## src/rtl/apv_pkg.sv

```systemverilog
package apv_pkg;

    // ==========================================================
    // Register map (byte addresses)
    localparam logic [3:0] ADDR_STATUS = 4'h0;
    localparam logic [3:0] ADDR_IRQ_STATUS = 4'h4;
    localparam logic [3:0] ADDR_IRQ_MASK = 4'h8;
    localparam logic [3:0] ADDR_CONTROL = 4'hc;
    localparam int ADDR_W = 4;

    // ==========================================================
    // Device status fields
    localparam int ST_MISSING = 0;
    localparam int ST_EARLY = 1;
    localparam int ST_REF_SEEN = 2;
    localparam int ST_EARLY_PEND = 3;
    localparam int ST_CARRY = 4;
    localparam int ST_COUNT_LSB = 16;

    // ==========================================================
    // Interrupt status / mask fields
    localparam int IRQ_W = 3;
    localparam int IRQ_MISSING = 0;
    localparam int IRQ_EARLY = 1;
    localparam int IRQ_STROBE = 2;
    localparam logic [2:0] IRQ_MASK_RST = 3'h0;

    // ==========================================================
    // Control fields
    localparam int CTL_ENABLE = 0;
    localparam logic CTL_ENABLE_RST = 1'b1;

    // ==========================================================
    // Counter and bus constants
    localparam int CHANGE_CNT_W = 14;
    localparam logic [1:0] RESP_OKAY = 2'h0;
    localparam logic [1:0] RESP_SLVERR = 2'h2;

endpackage

```

## src/rtl/apv_azimuth_pulse_validator.sv

```systemverilog
// The register addresses and the AXI4-Lite interface to the registers were chosen for this implementation.
`timescale 1ns/1ps
module apv_azimuth_pulse_validator #(
    parameter int CNT_W = apv_pkg::CHANGE_CNT_W
) (
    input wire logic clk, // System clock
    input wire logic sys_rst, // Synchronous reset, high
    input wire logic azimuth_change_pulse, // Change pulse pin
    input wire logic azimuth_north_pulse, // Reference pulse pin
    output logic azimuth_strobe, // One-cycle strobe on good revolution
    output logic [CNT_W-1:0] azimuth_count, // Current change count
    output logic irq, // Level interrupt
    input wire logic [apv_pkg::ADDR_W-1:0] s_axi_awaddr, // Write address
    input wire logic s_axi_awvalid, // Write address valid
    output logic s_axi_awready, // Write address ready
    input wire logic [31:0] s_axi_wdata, // Write data
    input wire logic [3:0] s_axi_wstrb, // Write strobes
    input wire logic s_axi_wvalid, // Write data valid
    output logic s_axi_wready, // Write data ready
    output logic [1:0] s_axi_bresp, // Write response
    output logic s_axi_bvalid, // Write response valid
    input wire logic s_axi_bready, // Write response ready
    input wire logic [apv_pkg::ADDR_W-1:0] s_axi_araddr, // Read address
    input wire logic s_axi_arvalid, // Read address valid
    output logic s_axi_arready, // Read address ready
    output logic [31:0] s_axi_rdata, // Read data
    output logic [1:0] s_axi_rresp, // Read response
    output logic s_axi_rvalid, // Read data valid
    input wire logic s_axi_rready // Read data ready
);

    generate
        if (CNT_W < 2 || CNT_W > 16) begin : g_bad_width
            $error("CNT_W must lie in 2..16");
        end
    endgenerate

    // ==========================================================
    // Pin synchronisers and edge detectors
    logic change_pulse_lead_edge;
    logic north_pulse_trail_edge;

    // Change pulse counts on its leading edge
    apv_edge_sync #(
        .FALLING(1'b0)
    ) u_change_sync (
        .clk(clk),
        .sys_rst(sys_rst),
        .pin(azimuth_change_pulse),
        .edge_pulse(change_pulse_lead_edge)
    );

    // Reference event is the trailing edge
    apv_edge_sync #(
        .FALLING(1'b1)
    ) u_north_sync (
        .clk(clk),
        .sys_rst(sys_rst),
        .pin(azimuth_north_pulse),
        .edge_pulse(north_pulse_trail_edge)
    );

    // ==========================================================
    // Bus slave
    logic [apv_pkg::ADDR_W-1:0] aw_addr, next_aw_addr;
    logic aw_held, next_aw_held;
    logic [31:0] w_data, next_w_data;
    logic [3:0] w_strb, next_w_strb;
    logic w_held, next_w_held;
    logic next_awready, next_wready, next_bvalid, next_arready, next_rvalid;
    logic [1:0] next_bresp, next_rresp;
    logic [31:0] next_rdata;
    logic do_write;
    logic status_read;
    logic [31:0] status_word;
    logic [apv_pkg::IRQ_W-1:0] irq_status, irq_mask;
    logic ctl_enable;
    logic missing_err, early_err, ref_seen, early_pend, count_wrap_carry;
    logic [CNT_W-1:0] change_cnt;

    always_comb begin
        status_word = '0;
        status_word[apv_pkg::ST_MISSING] = missing_err;
        status_word[apv_pkg::ST_EARLY] = early_err;
        status_word[apv_pkg::ST_REF_SEEN] = ref_seen;
        status_word[apv_pkg::ST_EARLY_PEND] = early_pend;
        status_word[apv_pkg::ST_CARRY] = count_wrap_carry;
        status_word[apv_pkg::ST_COUNT_LSB +: CNT_W] = change_cnt;
    end

    always_comb begin
        next_aw_addr = aw_addr;
        next_aw_held = aw_held;
        next_w_data = w_data;
        next_w_strb = w_strb;
        next_w_held = w_held;
        next_bvalid = s_axi_bvalid;
        next_bresp = s_axi_bresp;
        next_rvalid = s_axi_rvalid;
        next_rresp = s_axi_rresp;
        next_rdata = s_axi_rdata;
        do_write = 1'b0;
        status_read = 1'b0;
        if (s_axi_awvalid && s_axi_awready) begin
            next_aw_addr = s_axi_awaddr;
            next_aw_held = 1'b1;
        end
        if (s_axi_wvalid && s_axi_wready) begin
            next_w_data = s_axi_wdata;
            next_w_strb = s_axi_wstrb;
            next_w_held = 1'b1;
        end
        if (s_axi_bvalid && s_axi_bready) begin
            next_bvalid = 1'b0;
        end
        if (aw_held && w_held && !s_axi_bvalid) begin
            do_write = 1'b1;
            next_aw_held = 1'b0;
            next_w_held = 1'b0;
            next_bvalid = 1'b1;
            case (aw_addr)
                apv_pkg::ADDR_STATUS, apv_pkg::ADDR_IRQ_STATUS,
                apv_pkg::ADDR_IRQ_MASK, apv_pkg::ADDR_CONTROL: next_bresp = apv_pkg::RESP_OKAY;
                default: next_bresp = apv_pkg::RESP_SLVERR;
            endcase
        end
        if (s_axi_rvalid && s_axi_rready) begin
            next_rvalid = 1'b0;
        end
        if (s_axi_arvalid && s_axi_arready) begin
            next_rvalid = 1'b1;
            next_rresp = apv_pkg::RESP_OKAY;
            next_rdata = '0;
            case (s_axi_araddr)
                apv_pkg::ADDR_STATUS: begin
                    next_rdata = status_word;
                    status_read = 1'b1;
                end
                apv_pkg::ADDR_IRQ_STATUS: next_rdata[apv_pkg::IRQ_W-1:0] = irq_status;
                apv_pkg::ADDR_IRQ_MASK: next_rdata[apv_pkg::IRQ_W-1:0] = irq_mask;
                apv_pkg::ADDR_CONTROL: next_rdata[apv_pkg::CTL_ENABLE] = ctl_enable;
                default: next_rresp = apv_pkg::RESP_SLVERR;
            endcase
        end
        next_awready = !next_aw_held && !next_bvalid;
        next_wready = !next_w_held && !next_bvalid;
        next_arready = !next_rvalid;
    end

    always_ff @(posedge clk) begin
        if (sys_rst) begin
            aw_addr <= '0;
            aw_held <= 1'b0;
            w_data <= '0;
            w_strb <= '0;
            w_held <= 1'b0;
            s_axi_awready <= 1'b0;
            s_axi_wready <= 1'b0;
            s_axi_bvalid <= 1'b0;
            s_axi_bresp <= apv_pkg::RESP_OKAY;
            s_axi_arready <= 1'b0;
            s_axi_rvalid <= 1'b0;
            s_axi_rresp <= apv_pkg::RESP_OKAY;
            s_axi_rdata <= '0;
        end else begin
            aw_addr <= next_aw_addr;
            aw_held <= next_aw_held;
            w_data <= next_w_data;
            w_strb <= next_w_strb;
            w_held <= next_w_held;
            s_axi_awready <= next_awready;
            s_axi_wready <= next_wready;
            s_axi_bvalid <= next_bvalid;
            s_axi_bresp <= next_bresp;
            s_axi_arready <= next_arready;
            s_axi_rvalid <= next_rvalid;
            s_axi_rresp <= next_rresp;
            s_axi_rdata <= next_rdata;
        end
    end

    // ==========================================================
    // Validator core, interrupts and control
    logic [CNT_W-1:0] next_change_cnt;
    logic next_carry, next_ref_seen, next_early_pend, next_missing, next_early;
    logic next_strobe, next_irq, next_enable;
    logic [apv_pkg::IRQ_W-1:0] next_irq_status, next_irq_mask, irq_events, w1c;
    logic lead, trail;

    always_comb begin
        lead = change_pulse_lead_edge && ctl_enable;
        trail = north_pulse_trail_edge && ctl_enable;
        next_change_cnt = change_cnt;
        next_carry = count_wrap_carry;
        next_ref_seen = ref_seen;
        next_early_pend = early_pend;
        next_missing = missing_err;
        next_early = early_err;
        next_strobe = 1'b0;
        next_enable = ctl_enable;
        next_irq_mask = irq_mask;
        irq_events = '0;
        w1c = '0;
        // Status read clears first; events below win over it
        if (status_read) begin
            next_missing = 1'b0;
            next_early = 1'b0;
            next_early_pend = 1'b0;
        end
        if (trail && count_wrap_carry) begin
            next_ref_seen = 1'b1;
        end
        if (trail && !count_wrap_carry) begin
            next_early_pend = 1'b1;
        end
        if (lead) begin
            if (count_wrap_carry) begin
                next_carry = 1'b0;
                next_change_cnt = '0;
                if (ref_seen) begin
                    next_strobe = 1'b1;
                    next_ref_seen = 1'b0;
                    irq_events[apv_pkg::IRQ_STROBE] = 1'b1;
                end else begin
                    next_missing = 1'b1;
                    irq_events[apv_pkg::IRQ_MISSING] = 1'b1;
                end
            end else if (early_pend) begin
                next_early_pend = trail;
                next_early = 1'b1;
                next_change_cnt = '0;
                irq_events[apv_pkg::IRQ_EARLY] = 1'b1;
            end else begin
                next_change_cnt = change_cnt + 1'b1;
                if (&change_cnt) begin
                    next_carry = 1'b1;
                end
            end
        end
        if (do_write) begin
            case (aw_addr)
                apv_pkg::ADDR_IRQ_STATUS: if (w_strb[0]) w1c = w_data[apv_pkg::IRQ_W-1:0];
                apv_pkg::ADDR_IRQ_MASK: if (w_strb[0]) next_irq_mask = w_data[apv_pkg::IRQ_W-1:0];
                apv_pkg::ADDR_CONTROL: if (w_strb[0]) next_enable = w_data[apv_pkg::CTL_ENABLE];
                default: ;
            endcase
        end
        next_irq_status = (irq_status & ~w1c) | irq_events;
        next_irq = |(next_irq_status & next_irq_mask);
    end

    always_ff @(posedge clk) begin
        if (sys_rst) begin
            change_cnt <= '0;
            count_wrap_carry <= 1'b0;
            ref_seen <= 1'b0;
            early_pend <= 1'b0;
            missing_err <= 1'b0;
            early_err <= 1'b0;
            azimuth_strobe <= 1'b0;
            irq <= 1'b0;
            irq_status <= '0;
            irq_mask <= apv_pkg::IRQ_MASK_RST;
            ctl_enable <= apv_pkg::CTL_ENABLE_RST;
        end else begin
            change_cnt <= next_change_cnt;
            count_wrap_carry <= next_carry;
            ref_seen <= next_ref_seen;
            early_pend <= next_early_pend;
            missing_err <= next_missing;
            early_err <= next_early;
            azimuth_strobe <= next_strobe;
            irq <= next_irq;
            irq_status <= next_irq_status;
            irq_mask <= next_irq_mask;
            ctl_enable <= next_enable;
        end
    end

    always_ff @(posedge clk) begin
        if (sys_rst) begin
            azimuth_count <= '0;
        end else begin
            azimuth_count <= next_change_cnt;
        end
    end

endmodule // apv_azimuth_pulse_validator

// ==========================================================
// Two-flop pin synchroniser with one-cycle edge pulse
module apv_edge_sync #(
    parameter bit FALLING = 1'b0
) (
    input wire logic clk, // System clock
    input wire logic sys_rst, // Synchronous reset, high
    input wire logic pin, // Asynchronous pin
    output logic edge_pulse // One-cycle pulse on the chosen edge
);

    logic sync_1, sync_2, sync_prev;
    logic next_sync_1, next_sync_2, next_sync_prev;

    always_comb begin
        next_sync_1 = pin;
        next_sync_2 = sync_1;
        next_sync_prev = sync_2;
    end

    // Reset to the idle low level so no false edge follows reset
    always_ff @(posedge clk) begin
        if (sys_rst) begin
            sync_1 <= 1'b0;
            sync_2 <= 1'b0;
            sync_prev <= 1'b0;
        end else begin
            sync_1 <= next_sync_1;
            sync_2 <= next_sync_2;
            sync_prev <= next_sync_prev;
        end
    end

    // Only the second stage and its delayed copy feed the edge logic
    assign edge_pulse = FALLING ? (~sync_2 & sync_prev) : (sync_2 & ~sync_prev);

endmodule // apv_edge_sync

```

## config.mk

```make
export PLATFORM = sky130hd
export DESIGN_NAME = apv_azimuth_pulse_validator
export DESIGN_NICKNAME = d
export VERILOG_FILES = /design/src/rtl/apv_pkg.sv /design/src/rtl/apv_azimuth_pulse_validator.sv
export SDC_FILE = /design/constraint.sdc
export NUM_CORES = 1
export LEC_CHECK = 0
export BUFFER_PORTS_ARGS = -buffer_cell sky130_fd_sc_hd__buf_2
export CORE_MARGIN = 1.5
export CORE_UTILIZATION = 53
export CTS_CLUSTER_SIZE = 28
export DETAILED_ROUTE_END_ITERATION = 10
export HOLD_SLACK_MARGIN = 0.08
export MAX_ROUTING_LAYER = met4
export PLACE_DENSITY_LB_ADDON = 0.05
export SLEW_MARGIN = 20
export SYNTH_ARGS = -nofsm -noshare
export SYNTH_HDL_FRONTEND = slang
export SYNTH_SLANG_ARGS = --single-unit
export TNS_END_PERCENT = 5
```

## constraint.sdc

```tcl
create_clock -name clk -period 3.7 [get_ports clk]
set_input_delay 0.74 -clock clk [delete_from_list [all_inputs] [get_ports clk]]
set_output_delay 0.74 -clock clk [all_outputs]
set_load 0.01 [all_outputs]
```

==> results of run 1 <==
-- cells by family (layout without fill, tap and decap cells) --
| group | count (synthesis) | in the layout | synth area share (%) |
|---|---|---|---|
| AOI/OAI and AO/OA | 74 | 74 | 16.9 |
| adders and majority gates | 1 | 1 | 0.416 |
| buffers and inverters | 43 | 89 | 8.20 |
| DFF | 70 | 70 | 46.6 |
| muxes | 6 | 6 | 2.41 |
| other | 1 | 15 | 0.125 |
| and+or+nand+nor | 137 | 137 | 25.3 |
-- state kept, by name, summed over array words and instances (netlist names), 3 cells and up --
name           cells
irq_status         3
irq_mask           3
s_axi_rdata       19
w_data             3
azimuth_count     14
aw_addr            4
-- placed cells by master, fill, tap and decap left out, drive strengths merged, types with 2 or more instances in the layout --
| cell type | synthesis | layout |
|---|---|---|
| a211oi | 2 | 2 |
| a21oi | 24 | 24 |
| a22oi | 20 | 20 |
| a311oi | 4 | 4 |
| a31oi | 7 | 7 |
| and2 | 4 | 4 |
| and3 | 4 | 4 |
| and3b | 2 | 2 |
| and4 | 2 | 2 |
| and4bb | 3 | 3 |
| buf | 27 | 64 |
| bufinv | 0 | 2 |
| clkbuf | 7 | 13 |
| conb | 1 | 15 |
| dfxtp | 70 | 70 |
| inv | 9 | 9 |
| mux2i | 5 | 5 |
| nand2 | 27 | 27 |
| nand3 | 16 | 16 |
| nand3b | 4 | 4 |
| nand4 | 4 | 4 |
| nand4bb | 2 | 2 |
| nor2 | 37 | 37 |
| nor2b | 13 | 13 |
| nor3 | 10 | 10 |
| nor3b | 3 | 3 |
| nor4 | 4 | 4 |
| o21ai | 3 | 3 |
| o221ai | 2 | 2 |
| o2bb2ai | 2 | 2 |
| o311ai | 3 | 3 |
-- final cells by class --
| type | instances | area, um^2 |
|---|---|---|
| repair buffers | 64 | 325 |
| clock buffers | 13 | 169 |
| flip-flops and latches | 70 | 1400 |
| inverters | 9 | 33.8 |
| multi-input cells | 233 | 1410 |
| fillers | 498 | 2010 |
| well taps | 72 | 90.1 |
| clock inverters | 3 | 65.1 |
-- path summary, 6_finish.rpt --
path / from / endpoint / depth (start not counted)
worst max-delay path: azimuth_count[4]$_SDFFE_PP0P_ / azimuth_count[4] / 1
worst min-delay path: u_change_sync.next_sync_2$_SDFF_PP0_ / u_change_sync.next_sync_prev$_SDFF_PP0_ / 1
worst max register to register: azimuth_count[0]$_SDFFE_PP0P_ / azimuth_count[8]$_SDFFE_PP0P_ / 5
worst min register to register: u_change_sync.next_sync_2$_SDFF_PP0_ / u_change_sync.next_sync_prev$_SDFF_PP0_ / 1
-- layer usage --
layer | track usage [%] | vias up
li1 | - | 1292
met1 | 31.1 | 1144
met2 | 28.3 | 63
met3 | 5.58 | 6
met4 | 6.61 | 0
met5 | - | -
-- report_power, final --
group | switching (mW) | internal (mW) | total, mW
clock network | 0.263 | 0.434 | 0.697
registers | 0.0140 | 0.768 | 0.782
logic | 0.0546 | 0.0306 | 0.0853
total | 0.331 | 1.23 | 1.56
==> load_flow_metrics.sql, run 1 <==
INSERT INTO impl_metrics (metric_group, metric, value, unit) VALUES
('clock_network', 'cts-htree-levels', '3', ''),
('route', 'vias_per_cell', '5.40', ''),
('route', 'routed-wl-met3', '268', 'um'),
('clock_network', 'cts_buffers', '9', ''),
('die', 'pin_count', '110', ''),
('route', 'ant_nets', '0', ''),
('setup_path', 'crit_path_required_time', '2.96', 'ns'),
('power_and_ir_drop', 'peakVddDrop', '0.000281', 'V'),
('sta', 'slew_headroom', '50.8', '%'),
('power_and_ir_drop', 'power_density', '448', 'nW/um^2'),
('layout', 'post-route-cell-area', '3500', 'um^2'),
('die', 'die_area', '6130', 'um^2'),
('route', 'remaining_drc_errors', '0', ''),
('clock_network', 'number_of_buffers_on_the_longest_clock_path', '2', ''),
('setup_path', 'timing.critical_path.max_delay_family', 'flip-flops', ''),
('sta', 'setup_tns', '0', 'ns'),
('layout', 'area_growth', '16.3', '%'),
('setup_path', 'timing.setup.critical_path_class', 'reg2out', ''),
('setup_path', 'rrSetupSlack', '1.96', 'ns'),
('grt', 'grt_pass1_vias', '2085', ''),
('synth', 'mappedNetlistArea', '3010', 'um^2'),
('clock_network', 'insertion_delay', '0.33', 'ns'),
('sta', 'fmax', '571', 'MHz'),
('place', 'globalplace.congestion', '0.859', ''),
('grt', 'maximum_number_of_pins_on_one_net_before_global_route_repair', '36', ''),
('synth', 'synth-main-ff-cell', 'sky130_fd_sc_hd__dfxtp_1', ''),
('power_and_ir_drop', 'power.static_leakage', '1.44', 'nW'),
('layout', 'final_core_util', '63.5', '%'),
('synth', 'area_fraction_of_the_dominant_cell_type_after_synthesis', '46.6', '%'),
('grt', 'number_of_antenna_violations_at_the_first_check_in_global_routing', '0', ''),
('setup_path', 'cp_slowest_stage_delay', '0.49', 'ns'),
('setup_path', 'cpMaxStageDelayCell', 'sky130_fd_sc_hd__dfxtp_1', ''),
('grt', 'grt_overflow_total', '0', ''),
('route', 'wl_met1', '3240', 'um'),
('sta', 'tightestPinTransition', '0.736', 'ns'),
('place', 'post_dp_cell_area', '3260', 'um^2'),
('synth', 'ys_seq_area_share', '46.6', '%'),
('route', 'drt_first_pass_iters', '4', ''),
('setup_path', 'crit_path_start_kind', 'flip-flop', ''),
('layout', 'antenna_cells_inserted', '0', ''),
('synth', 'synthArstFlopShare', '0', '%'),
('setup_path', 'path_cells', 'buf_2', ''),
('route', 'detailedRoute.firstIterationViolations', '167', ''),
('synth', 'synth.ff_latch_count', '70', ''),
('sta', 'setup_repair_after_global_routing_missed_its_margin', 'no', ''),
('die', 'fp-row-count', '27', ''),
('setup_path', 'top_fanout_value_on_the_critical_path', '8', ''),
('setup_path', 'critical_path_buf_inv_count', '1', ''),
('die', 'initial_utilization', '54.6', '%'),
('sta', 'finClkSkew', '0.00534', 'ns'),
('sta', 'finalCriticalPeriod', '1.75', 'ns'),
('synth', 'synth_most_common_cell', 'sky130_fd_sc_hd__dfxtp_1', ''),
('synth', 'yosysUniqueCellTypes', '53', ''),
('synth', 'synth.top_cells.by_count', 'sky130_fd_sc_hd__dfxtp_1 (70), sky130_fd_sc_hd__nor2_1 (36), sky130_fd_sc_hd__nand2_1 (26)', ''),
('synth', 'post_synth_inst_count', '332', ''),
('layout', 'drive_above_1_share', '23.2', '%'),
('die', 'design.core.area', '5510', 'um^2'),
('clock_network', 'tritoncts', 'done', ''),
('synth', 'synthesis.area_per_instance', '9.06', 'um^2'),
('route', 'routed-via-count', '2505', ''),
('power_and_ir_drop', 'finalPower', '1.56', 'mW'),
('clock_network', 'cts_hold_buffers', '0', ''),
('layout', 'stdcell_count', '464', ''),
('place', 'detailedPlacementHpwl', '4260', 'um'),
('clock_network', 'post_cts_resize_count', '0', ''),
('route', 'met2_routed_wirelength', '2520', 'um'),
('hold_path', 'kind_of_path_behind_the_tightest_hold_check', 'reg2reg', ''),
('grt', 'grt_util_all_layers', '21.2', '%'),
('outcome', 'outcome', 'finished, final reports clean', ''),
('sta', 'whs', '0.444', 'ns'),
('sta', 'timing_max_transition_violations_final', '0', '');
Note: power is estimated with default switching activity, not from simulation.
==> run 2: changes to the inputs <==
Settings changed: CORE_UTILIZATION 53 to 49.
Clock period 3.7 ns to 1.8 ns, I/O delays scaled along.
==> load_flow_metrics.sql, run 2 (same netlist as run 1, synthesis figures left out) <==
INSERT INTO impl_metrics (metric_group, metric, value, unit) VALUES
('outcome', 'outcome', 'finished, final reports clean', ''),
('power_and_ir_drop', 'switching_power', '0.734', 'mW'),
('die', 'die_area', '6610', 'um^2'),
('place', 'port-buffer-count', '62', ''),
('grt', 'grt_pass1_vias', '2207', ''),
('route', 'wl_met1', '3260', 'um'),
('grt', 'grt_util_all_layers', '21.4', '%'),
('route', 'detailedRoute.firstIterationViolations', '147', ''),
('clock_network', 'cts-root-buf', 'sky130_fd_sc_hd__clkbuf_8', ''),
('sta', 'timing_max_transition_violations_final', '0', ''),
('layout', 'flip_flop_count_of_the_largest_register_all_copies_and_words_added', '19', ''),
('clock_network', 'cts_buffers', '9', ''),
('setup_path', 'timing.setup.critical_path_class', 'reg2reg', ''),
('sta', 'setup_tns', '0', 'ns'),
('clock_network', 'cts-htree-levels', '3', ''),
('power_and_ir_drop', 'p_comb_share', '5.8', '%'),
('job', 'cap_violations', '0', ''),
('clock_network', 'clk_pin_slew', '0.08', 'ns'),
('place', 'place_ws', '0.276', 'ns'),
('clock_network', 'post_cts_resize_count', '0', ''),
('route', 'remaining_drc_errors', '0', ''),
('clock_network', 'tritoncts', 'done', ''),
('hold_path', 'min-delay-start', 'azimuth_north_pulse', ''),
('setup_path', 'r2r_path_end', 'azimuth_count[8]$_SDFFE_PP0P_', ''),
('layout', 'drive_above_1_share', '25.7', '%'),
('layout', 'antenna_cells_inserted', '0', ''),
('die', 'fp-row-count', '28', ''),
('setup_path', 'cp_slowest_stage_delay', '0.38', 'ns'),
('setup_path', 'worstRegToRegCells', '5', ''),
('clock_network', 'cts_hold_buffers', '0', ''),
('route', 'routed_wl', '6400', 'um'),
('place', 'globalplace.congestion', '0.871', ''),
('setup_path', 'critical_path.endpoint_type', 'flip-flop', ''),
('grt', 'grt_first_pass_wirelength', '10500', 'um'),
('route', 'ant_nets', '0', ''),
('setup_path', 'cpMaxStageDelayCell', 'sky130_fd_sc_hd__nor4_2', ''),
('route', 'routed-via-count', '2604', ''),
('clock_network', 'insertion_delay', '0.34', 'ns'),
('grt', 'grt_overflow_total', '0', ''),
('sta', 'setup_repair_after_global_routing_missed_its_margin', 'no', ''),
('power_and_ir_drop', 'intPower', '2.56', 'mW'),
('clock_network', 'cts_sinks', '70', ''),
('power_and_ir_drop', 'power_density', '918', 'nW/um^2'),
('layout', 'area_growth', '19.5', '%'),
('hold_path', 'whs_path_depth', '2', ''),
('sta', 'finalCriticalPeriod', '1.61', 'ns'),
('layout', 'final_cell_mix', 'sky130_fd_sc_hd__dfxtp_1 (70), sky130_fd_sc_hd__buf_2 (62), sky130_fd_sc_hd__nor2_1 (36)', ''),
('die', 'design.core.area', '5920', 'um^2'),
('sta', 'hold_viol', '0', ''),
('route', 'routed_wirelength_normalized_by_instance_count', '13.4', 'um'),
('layout', 'fillCellCount', '507', ''),
('place', 'detailedPlacementHpwl', '4590', 'um'),
('layout', 'layout.cells.most_common', 'sky130_fd_sc_hd__dfxtp_1', ''),
('power_and_ir_drop', 'seq_power_share', '48.6', '%'),
('setup_path', 'crit_arrival', '1.86', 'ns'),
('route', 'topRoutingLayerUsed', 'met4', ''),
('setup_path', 'crit_path_start_kind', 'flip-flop', ''),
('sta', 'worst_slack', '0.191', 'ns'),
('hold_path', 'min_to', 'u_north_sync.next_sync_2$_SDFF_PP0_', ''),
('layout', 'reg.largest.list', 's_axi_rdata x19, azimuth_count x14, aw_addr x4', ''),
('power_and_ir_drop', 'peakVddDrop', '0.000492', 'V'),
('layout', 'top_register', 's_axi_rdata', ''),
('setup_path', 'rrSetupSlack', '0.19', 'ns'),
('layout', 'final_core_util', '60.7', '%'),
('setup_path', 'r2r_start', 'azimuth_count[0]$_SDFFE_PP0P_', ''),
('power_and_ir_drop', 'power.clock.fraction', '45.5', '%'),
('die', 'floorplan.die.width', '81.3', 'um'),
('setup_path', 'path_cells', 'ha_1 -> nand3_1 -> nor4_2 -> a31oi_1 -> a311oi_1', ''),
('die', 'initial_utilization', '50.8', '%'),
('sta', 'post-route-period-util', '89.4', '%'),
('power_and_ir_drop', 'swShare', '22.3', '%'),
('sta', 'finClkSkew', '0.00976', 'ns'),
('clock_network', 'number_of_buffers_on_the_longest_clock_path', '2', ''),
('clock_network', 'postCtsSetupRepairBufs', '0', ''),
('grt', 'maximum_number_of_pins_on_one_net_before_global_route_repair', '22', ''),
('die', 'pin_count', '110', ''),
('route', 'drt_first_pass_iters', '4', ''),
('route', 'met2_routed_wirelength', '2690', 'um'),
('setup_path', 'crit_path_required_time', '2.05', 'ns'),
('route', 'vias_per_cell', '5.44', ''),
('hold_path', 'kind_of_path_behind_the_tightest_hold_check', 'in2reg', ''),
('setup_path', 'top_fanout_value_on_the_critical_path', '4', ''),
('die', 'die-height', '81.3', 'um'),
('grt', 'number_of_antenna_violations_at_the_first_check_in_global_routing', '0', ''),
('sta', 'timing.final.setup_violations', '0', ''),
('power_and_ir_drop', 'power.static_leakage', '1.50', 'nW'),
('sta', 'fmax', '622', 'MHz'),
('route', 'routed-wl-met3', '365', 'um'),
('layout', 'nets', '453', '');
==> run 2: changes by cell type in the layout (fill, tap and decap cells not counted), sizes merged <==
cell / change
buf: +12
bufinv: +1
clkbuf: -4
clkinv: +2
clkinvlp: +1
==> run 2: power groups by stage <==
| stage | logic, mW | clock network, mW | registers, mW |
|---|---|---|---|
| 2_1_floorplan | 0.139 | 0 | 1.64 |
| 3_3_place_gp | 0.191 | 0 | 1.64 |
| 3_5_place_dp | 0.193 | 0 | 1.64 |
| 4_1_cts | 0.193 | 1.53 | 1.60 |
| 5_1_grt | 0.217 | 1.60 | 1.61 |
| 6_report | 0.192 | 1.50 | 1.60 |
==> run 2: layer usage <==
metal  up-vias  global-route usage, %
li1       1305                      -
met3         8                   5.73
met2        81                   29.5
met4         0                   6.90
met1      1210                   30.1
met5         -                      -
==> run 2: worst max-delay path by stage <==
stage	start	endpoint	depth (start not counted)
floorplan	azimuth_count[0]$_SDFFE_PP0P_	azimuth_count[8]$_SDFFE_PP0P_	5
global placement	azimuth_count[0]$_SDFFE_PP0P_	azimuth_count[8]$_SDFFE_PP0P_	5
detailed placement	azimuth_count[0]$_SDFFE_PP0P_	azimuth_count[8]$_SDFFE_PP0P_	5
CTS	azimuth_count[0]$_SDFFE_PP0P_	azimuth_count[8]$_SDFFE_PP0P_	5
global route	azimuth_count[0]$_SDFFE_PP0P_	azimuth_count[8]$_SDFFE_PP0P_	5
finish	azimuth_count[0]$_SDFFE_PP0P_	azimuth_count[8]$_SDFFE_PP0P_	5
==> run 2: cell type report <==
| cell class | instances | area, um^2 | area share (%) |
|---|---|---|---|
| multi-input cells | 233 | 1410 | 39.3 |
| flip-flops and latches | 70 | 1400 | 39.0 |
| repair buffers | 76 | 415 | 11.6 |
| clock buffers | 9 | 124 | 3.45 |
| clock inverters | 7 | 113 | 3.13 |
| well taps | 75 | 93.8 | 2.61 |
| inverters | 9 | 33.8 | 0.940 |
==> run 2: worst max-delay path, delay by kind of cell, from the launching register on <==
family                   cells  cell delay [ns]
AND/OR/NAND/NOR              2             0.56
AO/OA/AOI/OAI                2             0.40
adder cells (fa/ha/maj)      1             0.24
flip-flops                   1             0.33
==> run 2: stage by stage <==
step	area [um^2]	hold WS [ns]	std cells	power [mW]
6_report	3590	0.231	479	3.30
4_1_cts	3590	0.218	479	3.32
3_5_place_dp	3360	0.420	463	1.83
2_1_floorplan	3060	0.414	346	1.78
5_1_grt	3590	0.216	479	3.42
3_3_place_gp	3360	0.417	463	1.83
